### config.mk
export PLATFORM = sky130hd
export DESIGN_NAME = sadc_seq
export DESIGN_NICKNAME = d
export VERILOG_FILES = /design/src/logic/sadc_pkg.sv /design/src/logic/sadc_axil.sv /design/src/logic/sadc_seq.sv /design/src/logic/sadc_sync.sv
export SDC_FILE = /design/constraint.sdc
export NUM_CORES = 1
export LEC_CHECK = 0
export ABC_CLOCK_PERIOD_IN_PS = 1900
export BUFFER_PORTS_ARGS = -buffer_cell sky130_fd_sc_hd__buf_2
export CORE_MARGIN = 3
export CORE_UTILIZATION = 52
export DETAILED_ROUTE_END_ITERATION = 16
export PLACE_DENSITY_LB_ADDON = 0.12
export SYNTH_ARGS = -nofsm -noshare
export SYNTH_HDL_FRONTEND = slang
export SYNTH_SLANG_ARGS = --single-unit
export TNS_END_PERCENT = 10
### constraint.sdc
create_clock -name clock -period 1.9 [get_ports clock]
set_input_delay 0.38 -clock clock [delete_from_list [all_inputs] [get_ports clock]]
set_output_delay 0.38 -clock clock [all_outputs]
set_load 0.02 [all_outputs]
### src/logic/sadc_pkg.sv
package sadc_pkg;
  // Clock and timing
  localparam int CLK_MHZ      = 100;
  localparam int CS_SETUP_NS  = 100;
  localparam int CS_SETUP_CYC = (CS_SETUP_NS * CLK_MHZ + 999) / 1000;
  localparam int INT_CLK_NS   = 250;
  localparam int INT_DIV_CYC  = INT_CLK_NS * CLK_MHZ / 1000;
  localparam int CONV_NS      = 10000;
  localparam int CONV_TICKS   = CONV_NS / INT_CLK_NS;

  // Control word layout
  localparam int ADDR_MSB  = 7;
  localparam int ADDR_LSB  = 4;
  localparam int ORDER_BIT = 1;
  localparam int SIGN_BIT  = 0;
  localparam logic [7:0] CTRL_RST = 8'h00;

  // Channel address codes and test levels
  localparam logic [3:0]  ADDR_LAST_AIN = 4'hA;
  localparam logic [3:0]  ADDR_TEST_MID = 4'hB;
  localparam logic [3:0]  ADDR_TEST_LO  = 4'hC;
  localparam logic [3:0]  ADDR_TEST_HI  = 4'hD;
  localparam logic [3:0]  ADDR_PWRDN    = 4'hE;
  localparam logic [11:0] LVL_MID       = 12'h800;
  localparam logic [11:0] LVL_LO        = 12'h000;
  localparam logic [11:0] LVL_HI        = 12'hFFF;
  localparam logic [11:0] SIGN_FLIP     = 12'h800;

  // Length codes and edge counts
  localparam logic [1:0] LCODE_8     = 2'h1;
  localparam logic [1:0] LCODE_16    = 2'h3;
  localparam logic [4:0] LEN_8       = 5'h08;
  localparam logic [4:0] LEN_12      = 5'h0C;
  localparam logic [4:0] LEN_16      = 5'h10;
  localparam logic [4:0] SAMPLE_EDGE = 5'h04;
  localparam logic [3:0] CTRL_BITS   = 4'h8;
  localparam logic [3:0] LEN_EDGE    = 4'h5;

  // Register map (byte addresses) and bus answers
  localparam int         ADDR_W      = 4;
  localparam logic [3:0] REG_ANALOG  = 4'h0;
  localparam logic [3:0] REG_STATUS  = 4'h4;
  localparam logic [3:0] REG_RESULT  = 4'h8;
  localparam logic [1:0] RESP_OKAY   = 2'h0;
  localparam logic [1:0] RESP_SLVERR = 2'h2;

  typedef enum logic [3:0] {
    S_IDLE  = 4'b0001,
    S_SETUP = 4'b0010,
    S_SHIFT = 4'b0100,
    S_CONV  = 4'b1000
  } sadc_state_t;
endpackage

### src/logic/sadc_axil.sv
`timescale 1ns/10ps
module sadc_axil import sadc_pkg::*; (
  input  wire logic              clock,         // System clock
  input  wire logic              resetn,        // Async reset, active low
  input  wire logic [ADDR_W-1:0] s_axi_awaddr,  // Write address
  input  wire logic [2:0]        s_axi_awprot,  // Unused
  input  wire logic              s_axi_awvalid, // Write address valid
  output logic                   s_axi_awready, // Write address ready
  input  wire logic [31:0]       s_axi_wdata,   // Write data
  input  wire logic [3:0]        s_axi_wstrb,   // Byte enables
  input  wire logic              s_axi_wvalid,  // Write data valid
  output logic                   s_axi_wready,  // Write data ready
  output logic [1:0]             s_axi_bresp,   // Write response
  output logic                   s_axi_bvalid,  // Write response valid
  input  wire logic              s_axi_bready,  // Write response ready
  input  wire logic [ADDR_W-1:0] s_axi_araddr,  // Read address
  input  wire logic [2:0]        s_axi_arprot,  // Unused
  input  wire logic              s_axi_arvalid, // Read address valid
  output logic                   s_axi_arready, // Read address ready
  output logic [31:0]            s_axi_rdata,   // Read data
  output logic [1:0]             s_axi_rresp,   // Read response
  output logic                   s_axi_rvalid,  // Read data valid
  input  wire logic              s_axi_rready,  // Read data ready
  input  wire logic [31:0]       status_word,   // Live status
  input  wire logic [31:0]       result_word,   // Output register
  output logic [11:0]            analog_reg     // Analog input level
);
  logic              aw_hold_reg;
  logic              w_hold_reg;
  logic [ADDR_W-1:0] aw_addr_reg;
  logic [31:0]       w_data_reg;
  logic [3:0]        w_strb_reg;
  logic [31:0]       rd_mux;
  logic              rd_hit;
  logic              wr_go;
  logic              wr_hit;

  assign s_axi_awready = !aw_hold_reg && !s_axi_bvalid;
  assign s_axi_wready  = !w_hold_reg && !s_axi_bvalid;
  assign s_axi_arready = !s_axi_rvalid;
  assign wr_go  = aw_hold_reg && w_hold_reg && !s_axi_bvalid;
  assign wr_hit = aw_addr_reg == REG_ANALOG;
  assign rd_hit = s_axi_araddr == REG_ANALOG || s_axi_araddr == REG_STATUS
               || s_axi_araddr == REG_RESULT;
  assign rd_mux = s_axi_araddr == REG_ANALOG ? {20'h00000, analog_reg} :
                  s_axi_araddr == REG_STATUS ? status_word :
                  s_axi_araddr == REG_RESULT ? result_word : 32'h00000000;

  always_ff @(posedge clock or negedge resetn) begin
    if (!resetn) begin
      aw_hold_reg <= 1'b0;
      w_hold_reg  <= 1'b0;
      aw_addr_reg <= '0;
      w_data_reg  <= 32'h00000000;
      w_strb_reg  <= 4'h0;
    end else begin
      if (s_axi_awvalid && s_axi_awready) begin
        aw_hold_reg <= 1'b1;
        aw_addr_reg <= s_axi_awaddr;
      end else if (wr_go) begin
        aw_hold_reg <= 1'b0;
      end
      if (s_axi_wvalid && s_axi_wready) begin
        w_hold_reg <= 1'b1;
        w_data_reg <= s_axi_wdata;
        w_strb_reg <= s_axi_wstrb;
      end else if (wr_go) begin
        w_hold_reg <= 1'b0;
      end
    end
  end

  always_ff @(posedge clock or negedge resetn) begin
    if (!resetn) begin
      s_axi_bvalid <= 1'b0;
      s_axi_bresp  <= RESP_OKAY;
      analog_reg   <= 12'h000;
    end else begin
      if (wr_go) begin
        s_axi_bvalid <= 1'b1;
        s_axi_bresp  <= wr_hit ? RESP_OKAY : RESP_SLVERR;
        if (wr_hit && w_strb_reg[0])
          analog_reg[7:0] <= w_data_reg[7:0];
        if (wr_hit && w_strb_reg[1])
          analog_reg[11:8] <= w_data_reg[11:8];
      end else if (s_axi_bready) begin
        s_axi_bvalid <= 1'b0;
      end
    end
  end

  always_ff @(posedge clock or negedge resetn) begin
    if (!resetn) begin
      s_axi_rvalid <= 1'b0;
      s_axi_rdata  <= 32'h00000000;
      s_axi_rresp  <= RESP_OKAY;
    end else if (s_axi_arvalid && s_axi_arready) begin
      s_axi_rvalid <= 1'b1;
      s_axi_rdata  <= rd_mux;
      s_axi_rresp  <= rd_hit ? RESP_OKAY : RESP_SLVERR;
    end else if (s_axi_rready) begin
      s_axi_rvalid <= 1'b0;
    end
  end
endmodule

### src/logic/sadc_seq.sv
// Behaviour
// - Select high: ignore inputs, output high impedance
// - Select falling edge starts a new sequence
// - Control word: address, length, order, polarity
// - Control bits taken on first eight rises
// - I/O cycle is 8, 12 or 16 clocks
// - Previous result shifts out during control load
// - Select held low: first bit at EOC rise
// - Select toggled: first bit at select fall
// - Later bits change on each falling clock
// - Sample from fourth fall, hold at last
// - Last fall drops EOC, launches conversion
// - EOC rises on the same clock the result latches
// - Conversion after I/O cycle, internal clock paced
// - Reset: EOC high, control register zero
// - Select high then low restarts cycle
// - Result shifts out in following I/O cycle
// - Conversion starts right after final fall
// - Setup wait after select falls
// - Length code 01=8, 11=16, else 12
// - 16-bit pads four zeros, 8-bit truncates
// - Address picks input, test level, power-down
// - Order bit LSB first, polarity bit bipolar
`timescale 1ns/10ps
module sadc_seq import sadc_pkg::*; #(
  parameter int SETUP_CYC  = CS_SETUP_CYC,
  parameter int INT_DIV    = INT_DIV_CYC,
  parameter int CONV_COUNT = CONV_TICKS
) (
  input  wire logic              clock,         // System clock, 100 MHz
  input  wire logic              resetn,        // Async reset, active low
  input  wire logic              cs_n,          // Select pin, active low
  input  wire logic              io_clk,        // Shift clock pin
  input  wire logic              data_in,       // Serial control input
  output logic                   data_out,      // Serial result output
  output logic                   data_out_oe_n, // Output enable, active low
  output logic                   eoc,           // End of conversion
  input  wire logic [ADDR_W-1:0] s_axi_awaddr,  // Write address
  input  wire logic [2:0]        s_axi_awprot,  // Unused
  input  wire logic              s_axi_awvalid, // Write address valid
  output logic                   s_axi_awready, // Write address ready
  input  wire logic [31:0]       s_axi_wdata,   // Write data
  input  wire logic [3:0]        s_axi_wstrb,   // Byte enables
  input  wire logic              s_axi_wvalid,  // Write data valid
  output logic                   s_axi_wready,  // Write data ready
  output logic [1:0]             s_axi_bresp,   // Write response
  output logic                   s_axi_bvalid,  // Write response valid
  input  wire logic              s_axi_bready,  // Write response ready
  input  wire logic [ADDR_W-1:0] s_axi_araddr,  // Read address
  input  wire logic [2:0]        s_axi_arprot,  // Unused
  input  wire logic              s_axi_arvalid, // Read address valid
  output logic                   s_axi_arready, // Read address ready
  output logic [31:0]            s_axi_rdata,   // Read data
  output logic [1:0]             s_axi_rresp,   // Read response
  output logic                   s_axi_rvalid,  // Read data valid
  input  wire logic              s_axi_rready   // Read data ready
);
  if (SETUP_CYC < 1 || SETUP_CYC > 255 || INT_DIV < 1 || INT_DIV > 255
      || CONV_COUNT < 1 || CONV_COUNT > 255) begin : g_chk
    $error("sadc_seq: timing parameter out of range 1..255");
  end

  localparam logic [7:0] SETUP_LAST = 8'(SETUP_CYC - 1);
  localparam logic [7:0] DIV_LAST   = 8'(INT_DIV - 1);
  localparam logic [7:0] CONV_LAST  = 8'(CONV_COUNT - 1);

  sadc_state_t state_reg;
  sadc_state_t state_next;
  logic [2:0]  pins_s;
  logic        cs_n_s;
  logic        io_clk_s;
  logic        din_s;
  logic        cs_d_reg;
  logic        io_clk_d_reg;
  logic [7:0]  setup_cnt_reg;
  logic [4:0]  fcnt_reg;
  logic [3:0]  rcnt_reg;
  logic [6:0]  sh_reg;
  logic [7:0]  ctrl_reg;
  logic [4:0]  len_reg;
  logic        sampling_reg;
  logic [11:0] hold_reg;
  logic        pwrdn_reg;
  logic [7:0]  launch_ctrl_reg;
  logic        busy_reg;
  logic [7:0]  div_cnt_reg;
  logic [7:0]  tick_cnt_reg;
  logic [15:0] img_reg;
  logic [15:0] out_sh_reg;
  logic        dout_reg;
  logic        eoc_reg;
  logic [11:0] analog_reg;

  // Select idles high through reset
  sadc_sync #(.W(3), .RST_VAL(3'h4)) u_pin_sync (
    .clock  (clock),
    .resetn (resetn),
    .d      ({cs_n, io_clk, data_in}),
    .q      (pins_s)
  );

  assign cs_n_s   = pins_s[2];
  assign io_clk_s = pins_s[1];
  assign din_s    = pins_s[0];

  // Edge detection on synchronised pins
  logic cs_fall;
  logic rise_ev;
  logic fall_ev;
  assign cs_fall = cs_d_reg && !cs_n_s;
  assign rise_ev = io_clk_s && !io_clk_d_reg;
  assign fall_ev = !io_clk_s && io_clk_d_reg;

  // Edges only count inside the shift phase
  logic shift_rise;
  logic shift_fall;
  logic last_fall;
  logic ctrl_take;
  logic ctrl_done;
  logic len_take;
  logic seq_start;
  logic [4:0] fcnt_inc;
  assign shift_rise = state_reg == S_SHIFT && rise_ev;
  assign shift_fall = state_reg == S_SHIFT && fall_ev;
  assign fcnt_inc   = fcnt_reg + 5'h01;
  assign last_fall  = shift_fall && fcnt_inc == len_reg;
  assign ctrl_take  = shift_rise && rcnt_reg < CTRL_BITS;
  assign ctrl_done  = shift_rise && rcnt_reg == CTRL_BITS - 4'h1;
  assign len_take   = shift_rise && rcnt_reg == LEN_EDGE;
  assign seq_start  = state_reg != S_SHIFT && state_next == S_SHIFT;

  logic [1:0] len_code;
  logic [4:0] len_dec;
  assign len_code = {sh_reg[0], din_s};
  assign len_dec  = len_code == LCODE_8  ? LEN_8 :
                    len_code == LCODE_16 ? LEN_16 : LEN_12;

  logic [3:0]  addr_sel;
  logic [11:0] sel_level;
  assign addr_sel  = ctrl_reg[ADDR_MSB:ADDR_LSB];
  assign sel_level = addr_sel <= ADDR_LAST_AIN ? analog_reg :
                     addr_sel == ADDR_TEST_MID ? LVL_MID :
                     addr_sel == ADDR_TEST_LO  ? LVL_LO :
                     addr_sel == ADDR_TEST_HI  ? LVL_HI : 12'h000;

  logic int_tick;
  logic conv_done;
  assign int_tick  = busy_reg && div_cnt_reg == DIV_LAST;
  assign conv_done = int_tick && tick_cnt_reg == CONV_LAST;

  logic [11:0] conv_val;
  logic [15:0] msb_img;
  logic [15:0] rev_img;
  logic [15:0] lsb_img;
  logic [15:0] fmt_img;
  logic [4:0]  launch_len;
  assign conv_val   = launch_ctrl_reg[SIGN_BIT] ? hold_reg ^ SIGN_FLIP : hold_reg;
  // Zero pad in the low four bits
  assign msb_img    = {conv_val, 4'h0};
  assign rev_img    = {<<{msb_img}};
  assign launch_len = launch_ctrl_reg[3:2] == LCODE_8  ? LEN_8 :
                      launch_ctrl_reg[3:2] == LCODE_16 ? LEN_16 : LEN_12;
  assign lsb_img    = launch_len == LEN_16 ? rev_img :
                      launch_len == LEN_8  ? {rev_img[7:0], 8'h00} :
                      {rev_img[11:0], 4'h0};
  assign fmt_img    = launch_ctrl_reg[ORDER_BIT] ? lsb_img : msb_img;

  // Select high always returns to idle
  always_comb begin
    state_next = state_reg;
    unique case (state_reg)
      S_IDLE:  if (cs_fall) state_next = S_SETUP;
      S_SETUP: if (setup_cnt_reg == SETUP_LAST) state_next = S_SHIFT;
      S_SHIFT: if (last_fall) state_next = S_CONV;
      S_CONV:  if (conv_done) state_next = S_SHIFT;
      default: state_next = S_IDLE;
    endcase
    if (cs_n_s)
      state_next = S_IDLE;
  end

  always_ff @(posedge clock or negedge resetn) begin
    if (!resetn) begin
      state_reg    <= S_IDLE;
      cs_d_reg     <= 1'b1;
      io_clk_d_reg <= 1'b0;
    end else begin
      state_reg    <= state_next;
      cs_d_reg     <= cs_n_s;
      io_clk_d_reg <= io_clk_s;
    end
  end

  always_ff @(posedge clock or negedge resetn) begin
    if (!resetn)
      setup_cnt_reg <= 8'h00;
    else if (state_reg == S_SETUP)
      setup_cnt_reg <= setup_cnt_reg + 8'h01;
    else
      setup_cnt_reg <= 8'h00;
  end

  // Control capture on the first eight rises
  always_ff @(posedge clock or negedge resetn) begin
    if (!resetn) begin
      rcnt_reg <= 4'h0;
      sh_reg   <= 7'h00;
      ctrl_reg <= CTRL_RST;
    end else if (seq_start) begin
      rcnt_reg <= 4'h0;
    end else if (ctrl_take) begin
      rcnt_reg <= rcnt_reg + 4'h1;
      sh_reg   <= {sh_reg[5:0], din_s};
      if (ctrl_done)
        ctrl_reg <= {sh_reg, din_s};
    end
  end

  // Cycle length, default from control reset
  always_ff @(posedge clock or negedge resetn) begin
    if (!resetn) begin
      len_reg  <= LEN_12;
      fcnt_reg <= 5'h00;
    end else if (seq_start) begin
      len_reg  <= LEN_12;
      fcnt_reg <= 5'h00;
    end else begin
      if (len_take)
        len_reg <= len_dec;
      if (shift_fall)
        fcnt_reg <= fcnt_inc;
    end
  end

  always_ff @(posedge clock or negedge resetn) begin
    if (!resetn)
      sampling_reg <= 1'b0;
    else if (last_fall || cs_n_s)
      sampling_reg <= 1'b0;
    else if (shift_fall && fcnt_inc == SAMPLE_EDGE)
      sampling_reg <= 1'b1;
  end

  // Launch on the final falling edge
  always_ff @(posedge clock or negedge resetn) begin
    if (!resetn) begin
      hold_reg        <= 12'h000;
      pwrdn_reg       <= 1'b0;
      launch_ctrl_reg <= CTRL_RST;
    end else if (last_fall) begin
      hold_reg        <= sel_level;
      pwrdn_reg       <= addr_sel == ADDR_PWRDN;
      launch_ctrl_reg <= ctrl_reg;
    end
  end

  // Fixed tick count, divider restarts at launch
  always_ff @(posedge clock or negedge resetn) begin
    if (!resetn) begin
      busy_reg     <= 1'b0;
      div_cnt_reg  <= 8'h00;
      tick_cnt_reg <= 8'h00;
    end else if (last_fall) begin
      busy_reg     <= 1'b1;
      div_cnt_reg  <= 8'h00;
      tick_cnt_reg <= 8'h00;
    end else if (busy_reg) begin
      div_cnt_reg <= int_tick ? 8'h00 : div_cnt_reg + 8'h01;
      if (int_tick)
        tick_cnt_reg <= tick_cnt_reg + 8'h01;
      if (conv_done)
        busy_reg <= 1'b0;
    end
  end

  always_ff @(posedge clock or negedge resetn) begin
    if (!resetn)
      eoc_reg <= 1'b1;
    else if (last_fall)
      eoc_reg <= 1'b0;
    else if (conv_done)
      eoc_reg <= 1'b1;
  end

  // Result for the next I/O cycle
  always_ff @(posedge clock or negedge resetn) begin
    if (!resetn)
      img_reg <= 16'h0000;
    else if (conv_done)
      img_reg <= fmt_img;
  end

  always_ff @(posedge clock or negedge resetn) begin
    if (!resetn) begin
      dout_reg   <= 1'b0;
      out_sh_reg <= 16'h0000;
    end else if (cs_fall) begin
      dout_reg   <= img_reg[15];
      out_sh_reg <= {img_reg[14:0], 1'b0};
    end else if (conv_done && state_reg == S_CONV) begin
      dout_reg   <= fmt_img[15];
      out_sh_reg <= {fmt_img[14:0], 1'b0};
    end else if (shift_fall) begin
      dout_reg   <= out_sh_reg[15];
      out_sh_reg <= {out_sh_reg[14:0], 1'b0};
    end
  end

  assign data_out_oe_n = cs_n_s;
  assign data_out      = dout_reg;
  assign eoc           = eoc_reg;

  sadc_axil u_regs (
    .clock         (clock),
    .resetn        (resetn),
    .s_axi_awaddr  (s_axi_awaddr),
    .s_axi_awprot  (s_axi_awprot),
    .s_axi_awvalid (s_axi_awvalid),
    .s_axi_awready (s_axi_awready),
    .s_axi_wdata   (s_axi_wdata),
    .s_axi_wstrb   (s_axi_wstrb),
    .s_axi_wvalid  (s_axi_wvalid),
    .s_axi_wready  (s_axi_wready),
    .s_axi_bresp   (s_axi_bresp),
    .s_axi_bvalid  (s_axi_bvalid),
    .s_axi_bready  (s_axi_bready),
    .s_axi_araddr  (s_axi_araddr),
    .s_axi_arprot  (s_axi_arprot),
    .s_axi_arvalid (s_axi_arvalid),
    .s_axi_arready (s_axi_arready),
    .s_axi_rdata   (s_axi_rdata),
    .s_axi_rresp   (s_axi_rresp),
    .s_axi_rvalid  (s_axi_rvalid),
    .s_axi_rready  (s_axi_rready),
    .status_word   ({20'h00000, busy_reg, sampling_reg, pwrdn_reg, eoc_reg, ctrl_reg}),
    .result_word   ({16'h0000, img_reg}),
    .analog_reg    (analog_reg)
  );
endmodule

### src/logic/sadc_sync.sv
`timescale 1ns/10ps
module sadc_sync #(
  parameter int           W       = 1,
  parameter logic [W-1:0] RST_VAL = '0
) (
  input  wire logic         clock,  // System clock
  input  wire logic         resetn, // Async reset, active low
  input  wire logic [W-1:0] d,      // Asynchronous inputs
  output logic      [W-1:0] q       // Synchronised outputs
);
  logic [W-1:0] meta_reg;

  if (W < 1) begin : g_chk
    $error("sadc_sync: width must be at least 1");
  end

  // Reset to the pins' idle levels, so no false edge follows reset
  always_ff @(posedge clock or negedge resetn) begin
    if (!resetn) begin
      meta_reg <= RST_VAL;
      q        <= RST_VAL;
    end else begin
      meta_reg <= d;
      q        <= meta_reg;
    end
  end
endmodule

==> results of run 1 <==
-- metal layers --
metal	routed length, um	up-vias	share of wire
met5	0	-	0
met4	492	0	0.027
met3	875	42	0.047
met2	8830	203	0.48
met1	8230	3110	0.45
li1	-	2941	-
-- cell usage after synthesis (10+ instances only) --
| master | n |
|---|---|
| dfrtp_1 | 160 |
| nand2_1 | 131 |
| nor2_1 | 59 |
| o21ai_0 | 53 |
| nand3_1 | 47 |
| mux2_2 | 39 |
| a21oi_1 | 33 |
| clkbuf_1 | 28 |
| xor2_1 | 24 |
| buf_4 | 22 |
| nand4_1 | 20 |
| and3_1 | 15 |
| nand2b_1 | 15 |
| a22o_1 | 13 |
| buf_2 | 10 |
| inv_1 | 10 |
-- power by group through the flow --
| stage | registers [mW] | logic [mW] | clock network, mW |
|---|---|---|---|
| global route | 4.14 | 1.06 | 3.74 |
| detailed placement | 4.17 | 0.957 | 0 |
| finish | 4.10 | 0.959 | 3.51 |
| CTS | 4.10 | 0.964 | 3.57 |
| global placement | 4.15 | 0.927 | 0 |
| floorplan | 4.15 | 0.632 | 0 |
-- critical path, stage by stage, from the launching register on --
cell	delay [ns]
dfrtp_1	0.38
or4b_4	0.59
a211oi_4	0.23
o311ai_4	0.16
buf_12	0.19
clkbuf_16	0.17
nand2_1	0.07
o21ai_1	0.06
-- repair_timing --
item                                    in CTS  in global routing
pin swaps                                    4                  8
gates resized for setup                     14                 34
buffers inserted                             0                  3
hold endpoints to repair                    46                  0
hold buffers                                 1                  0
endpoints found under the setup margin      51                 72
cloned                                       0                  2
-- logic make-up (layout without fill, tap and decap cells) --
kind of cell | Yosys count | count (layout) | synth area share
fa+ha+maj | 9 | 9 | 0.0142
buf+inv | 72 | 167 | 0.0461
simple gates | 329 | 329 | 0.201
mux | 45 | 45 | 0.0629
compound gates | 140 | 140 | 0.111
xor+xnor | 33 | 33 | 0.0364
flops | 167 | 167 | 0.528
other cells | 1 | 19 | 0.000473
-- layout make-up --
class / instances / area share
Sequential cell: 167 / 0.435
Multi-Input combinational cell: 574 / 0.371
Timing Repair Buffer: 123 / 0.102
Clock buffer: 18 / 0.0456
Tap cell: 184 / 0.0239
Clock inverter: 14 / 0.0169
Inverter: 12 / 0.00468
Antenna cell: 1 / 0.000260
-- through the flow --
step                cell area, um2  worst slack (ns)  TNS, ns  cells   util
finish                        9620           -0.0653   -0.876   1093  0.652
detailed placement            8790            -0.163    -4.64   1054  0.595
global placement              8790            -0.100    -1.80   1054  0.595
floorplan                     8000           -0.0234   -0.211    813      -
CTS                           9440           -0.0842    -1.74   1087  0.640
global route                  9620            -0.137    -4.91   1093  0.652
-- worst max-delay path by stage --
stage,to,cells past startpoint,start,slack (ns)
after floorplan,u_regs.w_data_reg[10],5,u_regs.s_axi_bvalid,-0.02
final,hold_reg[1],7,state_reg[1],-0.07
after CTS,pwrdn_reg,6,state_reg[1],-0.08
after global routing,hold_reg[10],6,state_reg[1],-0.14
after detailed placement,rcnt_reg[3],7,tick_cnt_reg[3],-0.16
after global placement,rcnt_reg[3],7,tick_cnt_reg[3],-0.10
==> flow_metrics.py, run 1 <==
metrics = {
    "run_status": {
        "status": "finished, violations left",
        "violations": "setup timing",
    },
    "clock_network": {
        "cts_tree": "yes",
        "path_clk_slew_ns": 0.07,
        "clkLatencyLatePin_ns": 0.43,
        "clkSinkCount": 167,
        "numCtsBuffers": 17,
        "cts-root-buf": "clkbuf_16",
        "cts_buffer_depth": 2,
        "htreeDepth": 4,
    },
    "layout": {
        "mostFrequentLayoutCells": "dfrtp_1, nand2_1, nor2_1",
        "area_growth_pct": 21.3,
        "nNetsFinal": 964,
        "drive_gt1_frac": 0.260,
        "multi_input_area_um2": 3570,
        "fill_cells": 1152,
        "layout_commonest_cell": "dfrtp_1",
        "regArea_um2": 4190,
    },
    "min_path": {
        "hold_path_class": "in -> reg",
        "hold_end": "u_pin_sync.meta_reg[2]",
        "hold_start": "cs_n",
        "hold_depth": 1,
    },
    "pwr": {
        "intPower_mw": 6.36,
        "p_leak_nw": 4.64,
        "clockPowerShare": 0.410,
        "swShare": 0.259,
        "p_seq_frac": 0.478,
        "power.switching_mw": 2.22,
        "power_frac_comb": 0.112,
        "irDropWorstVdd_v": 0.000599,
        "total_power_mw": 8.57,
        "powerDensity_nw_per_um2": 891,
    },
    "grt": {
        "gr-max-usage-layer": "met2",
        "grt_pass1_wl_um": 30100,
        "grtUsageMet3": 0.0540,
        "grt_max_degree": 58,
        "antenna_found_initial": 1,
        "use_met1": 0.311,
        "grtUsageMet2": 0.355,
        "grt_pass1_vias": 6152,
        "grt-ovfl-total": 0,
        "groute.usage.overall": 0.230,
    },
    "timing": {
        "fin_skew_ns": 0.00756,
        "fmax_mhz": 509,
        "whs_ns": 0.0457,
        "hold_violations": 0,
        "finalCritPeriodShare": 1.03,
        "final.setup.worst_slack_ns": -0.0653,
        "slew_headroom": 0.606,
        "period_minus_slack_ns": 1.97,
        "slew_viol_final": 0,
        "rsz0062_at_grt": "true",
        "setup_viol": 33,
        "worst_pin_slew_ns": 0.591,
    },
    "yosys": {
        "synth.cell_area_um2": 7930,
        "synth_top_area_frac": 0.505,
        "synth_edf_count": 0,
        "netlist.top_cell.by_area": "dfrtp_1",
        "netlist_instances": 796,
        "synth_seq_cells": 167,
        "ys_seq_area_frac": 0.528,
        "ys_async_sr_fraction": 1.00,
        "synth-main-ff-cell": "dfrtp_1",
        "yosysWarnings": 0,
        "ys_types": 64,
        "avgSynthCellArea_um2": 9.97,
        "synthTopCellsByArea": "dfrtp_1, nand2_1, mux2_2",
    },
    "setup_path": {
        "end_kind": "flop",
        "r2r_start": "state_reg[1]",
        "reg2reg_to": "hold_reg[1]",
        "regToRegSetupSlack_ns": -0.07,
        "rr_worst_depth": 7,
        "cp_data_arrival_time_ns": 2.28,
        "startpoint_type": "flop",
        "worstSetupPathType": "reg -> reg",
        "critPathMaxFanout": 10,
        "cp.required_ns": 2.21,
    },
    "detailed_routing": {
        "dr_total_vias": 6296,
        "drc": 0,
        "wl_per_cell_um": 16.9,
        "ant_nets": 0,
        "first_pass_iters": 5,
        "drt_iter0_markers": 487,
        "vias_per_cell": 5.76,
        "drt_wl_total_um": 18400,
    },
    "flow_run": {
        "maxCapViolations": 0,
    },
    "place": {
        "io_buffer_count": 57,
        "gp_congestion": 0.833,
        "hpwl_um": 13000,
    },
    "floorplanning": {
        "start_util": 0.538,
        "coreArea_um2": 14800,
        "die_width_um": 130,
        "ios": 104,
        "rows": 44,
        "die_h_um": 130,
        "die_area_um2": 16800,
    },
}
Power figures use the tool's default switching activity.
==> inputs of run 2 (changes only) <==
--- a/config.mk
+++ b/config.mk
@@ -5,10 +5,10 @@
 export SDC_FILE = /design/constraint.sdc
 export NUM_CORES = 1
 export LEC_CHECK = 0
-export ABC_CLOCK_PERIOD_IN_PS = 1900
+export ABC_CLOCK_PERIOD_IN_PS = 2200
 export BUFFER_PORTS_ARGS = -buffer_cell sky130_fd_sc_hd__buf_2
 export CORE_MARGIN = 3
-export CORE_UTILIZATION = 52
+export CORE_UTILIZATION = 58
 export DETAILED_ROUTE_END_ITERATION = 16
 export PLACE_DENSITY_LB_ADDON = 0.12
 export SYNTH_ARGS = -nofsm -noshare
==> constraint.sdc (replaced) <==
create_clock -name clock -period 2.2 [get_ports clock]
set_input_delay 0.44 -clock clock [delete_from_list [all_inputs] [get_ports clock]]
set_output_delay 0.44 -clock clock [all_outputs]
set_load 0.02 [all_outputs]
==> run 2 against run 1 <==
The run now ends clean. Highest routed layer unchanged. Clock power is 14% lower. First-iteration DRC count is 26% higher. Via count is 3.1% lower.
==> flow_metrics.py, run 2 (synthesized netlist as in run 1, its figures left out) <==
metrics = {
    "layout": {
        "finalNonFillerCells": 1052,
        "drive_gt1_frac": 0.207,
        "mostFrequentLayoutCells": "dfrtp_1, nand2_1, nor2_1",
        "layout_commonest_cell": "dfrtp_1",
        "area_growth_pct": 15.1,
        "nNetsFinal": 932,
        "n_antenna_cell": 0,
    },
    "detailed_routing": {
        "first_pass_iters": 7,
        "vias_per_cell": 5.80,
        "drt_iter0_markers": 615,
        "ant_nets": 0,
        "dr_total_vias": 6099,
        "drc": 0,
        "wl_per_cell_um": 17.0,
        "drt_wl_total_um": 17900,
    },
    "setup_path": {
        "r2r_start": "div_cnt_reg[2]",
        "cp_data_arrival_time_ns": 2.37,
        "end_kind": "flop",
        "worstSetupPathType": "reg -> reg",
        "crit_start": "div_cnt_reg[2]",
        "cp.required_ns": 2.51,
        "startpoint_type": "flop",
        "critPathMaxFanout": 12,
    },
    "timing": {
        "hold_violations": 0,
        "fin_setup_tns_ns": 0,
        "rsz0062_at_grt": "false",
        "fmax_mhz": 486,
        "period_minus_slack_ns": 2.06,
        "slew_viol_final": 0,
        "fin_skew_ns": 0.00782,
        "whs_ns": 0.105,
        "finalCritPeriodShare": 0.935,
        "setup_viol": 0,
    },
    "clock_network": {
        "path_clk_slew_ns": 0.06,
        "cts_tree": "yes",
        "clkLatencyLatePin_ns": 0.43,
        "htreeDepth": 4,
        "clkSinkCount": 167,
        "cts_buffer_depth": 2,
        "numCtsBuffers": 17,
        "cts-root-buf": "clkbuf_16",
        "cts_setup_buffers": 0,
    },
    "grt": {
        "grt_max_degree": 49,
        "grt_pass1_wl_um": 29600,
        "groute.usage.overall": 0.252,
        "grt_pass1_vias": 5924,
        "antenna_found_initial": 0,
        "grt-ovfl-total": 0,
    },
    "pwr": {
        "p_leak_nw": 4.38,
        "power_frac_comb": 0.108,
        "powerDensity_nw_per_um2": 805,
        "p_seq_frac": 0.482,
        "clockPowerShare": 0.410,
        "power.switching_mw": 1.86,
        "swShare": 0.253,
        "intPower_mw": 5.49,
        "irDropWorstVdd_v": 0.000779,
    },
    "floorplanning": {
        "die_area_um2": 15100,
        "die_width_um": 123,
        "die_h_um": 123,
        "coreArea_um2": 13300,
        "rows": 42,
        "start_util": 0.597,
        "ios": 104,
    },
    "min_path": {
        "hold_path_class": "in -> reg",
        "hold_start": "cs_n",
    },
    "place": {
        "io_buffer_count": 57,
        "gp_congestion": 0.912,
        "placedCellCount": 1019,
        "hpwl_um": 12500,
    },
    "run_status": {
        "status": "finished clean",
    },
    "flow_run": {
        "maxCapViolations": 0,
    },
}
-- run 2: area by class of cell --
cell class	instances	area (um2)
multi-input cells	574	3470
inverters	12	45.0
fillers	1013	4160
repair buffers	91	612
flip-flops and latches	167	4190
clock buffers	20	457
clock inverters	12	141
well taps	176	220
-- run 2: power groups by stage --
stage | sequential, mW | combinational, mW | clock [mW]
6_report | 3.54 | 0.797 | 3.01
5_1_grt | 3.58 | 0.889 | 3.17
3_3_place_gp | 3.58 | 0.775 | 0
2_1_floorplan | 3.58 | 0.544 | 0
4_1_cts | 3.54 | 0.810 | 3.06
3_5_place_dp | 3.60 | 0.802 | 0
-- run 2: layer usage --
layer  GRT usage  wire, um  part of all wire  up-vias
met2       0.394      8610              0.48      167
met4      0.0840       319             0.018        0
met5           0         0                 0        -
met1       0.354      8110              0.45     3033
met3      0.0558       872             0.049       25
li1            -         -                 -     2874
-- run 2: critical path: stages (launching register included) --
cell and delay, ns:
dfrtp_1 0.43, or4_4 0.60, nor2_4 0.19, nand4_2 0.21, a21oi_1 0.21, buf_4 0.22
o21ai_0 0.09
-- run 2: worst paths after layout --
| check | end | slack [ns] | cells after the start |
|---|---|---|---|
| worst max-delay path | rcnt_reg[3] | 0.14 | 6 |
| worst min-delay path | u_pin_sync.meta_reg[2] | 0.10 | 1 |
| worst max register to register | rcnt_reg[3] | 0.14 | 6 |
| worst min register to register | u_pin_sync.q[1] | 0.35 | 0 |
| max in group asynchronous | len_reg[3] | 0.99 | 3 |
| min in group asynchronous | setup_cnt_reg[2] | 0.52 | 2 |
-- run 2: timing repair --
| action | 4_1_cts | 5_1_grt |
|---|---|---|
| hold endpoints to repair | 40 | 0 |
| gates resized for setup | 0 | 3 |
| hold buffers | 1 | 0 |
| setup endpoints to repair | 0 | 17 |
-- run 2: metrics by stage --
stage	area [um2]	total power [mW]	worst slack (ns)	utilization
CTS	9120	7.41	0.0433	0.686
floorplan	8000	4.12	0.167	-
global route	9130	7.64	0.00996	0.687
global placement	8510	4.36	0.164	0.640
detailed placement	8510	4.40	0.109	0.640
finish	9130	7.35	0.144	0.687
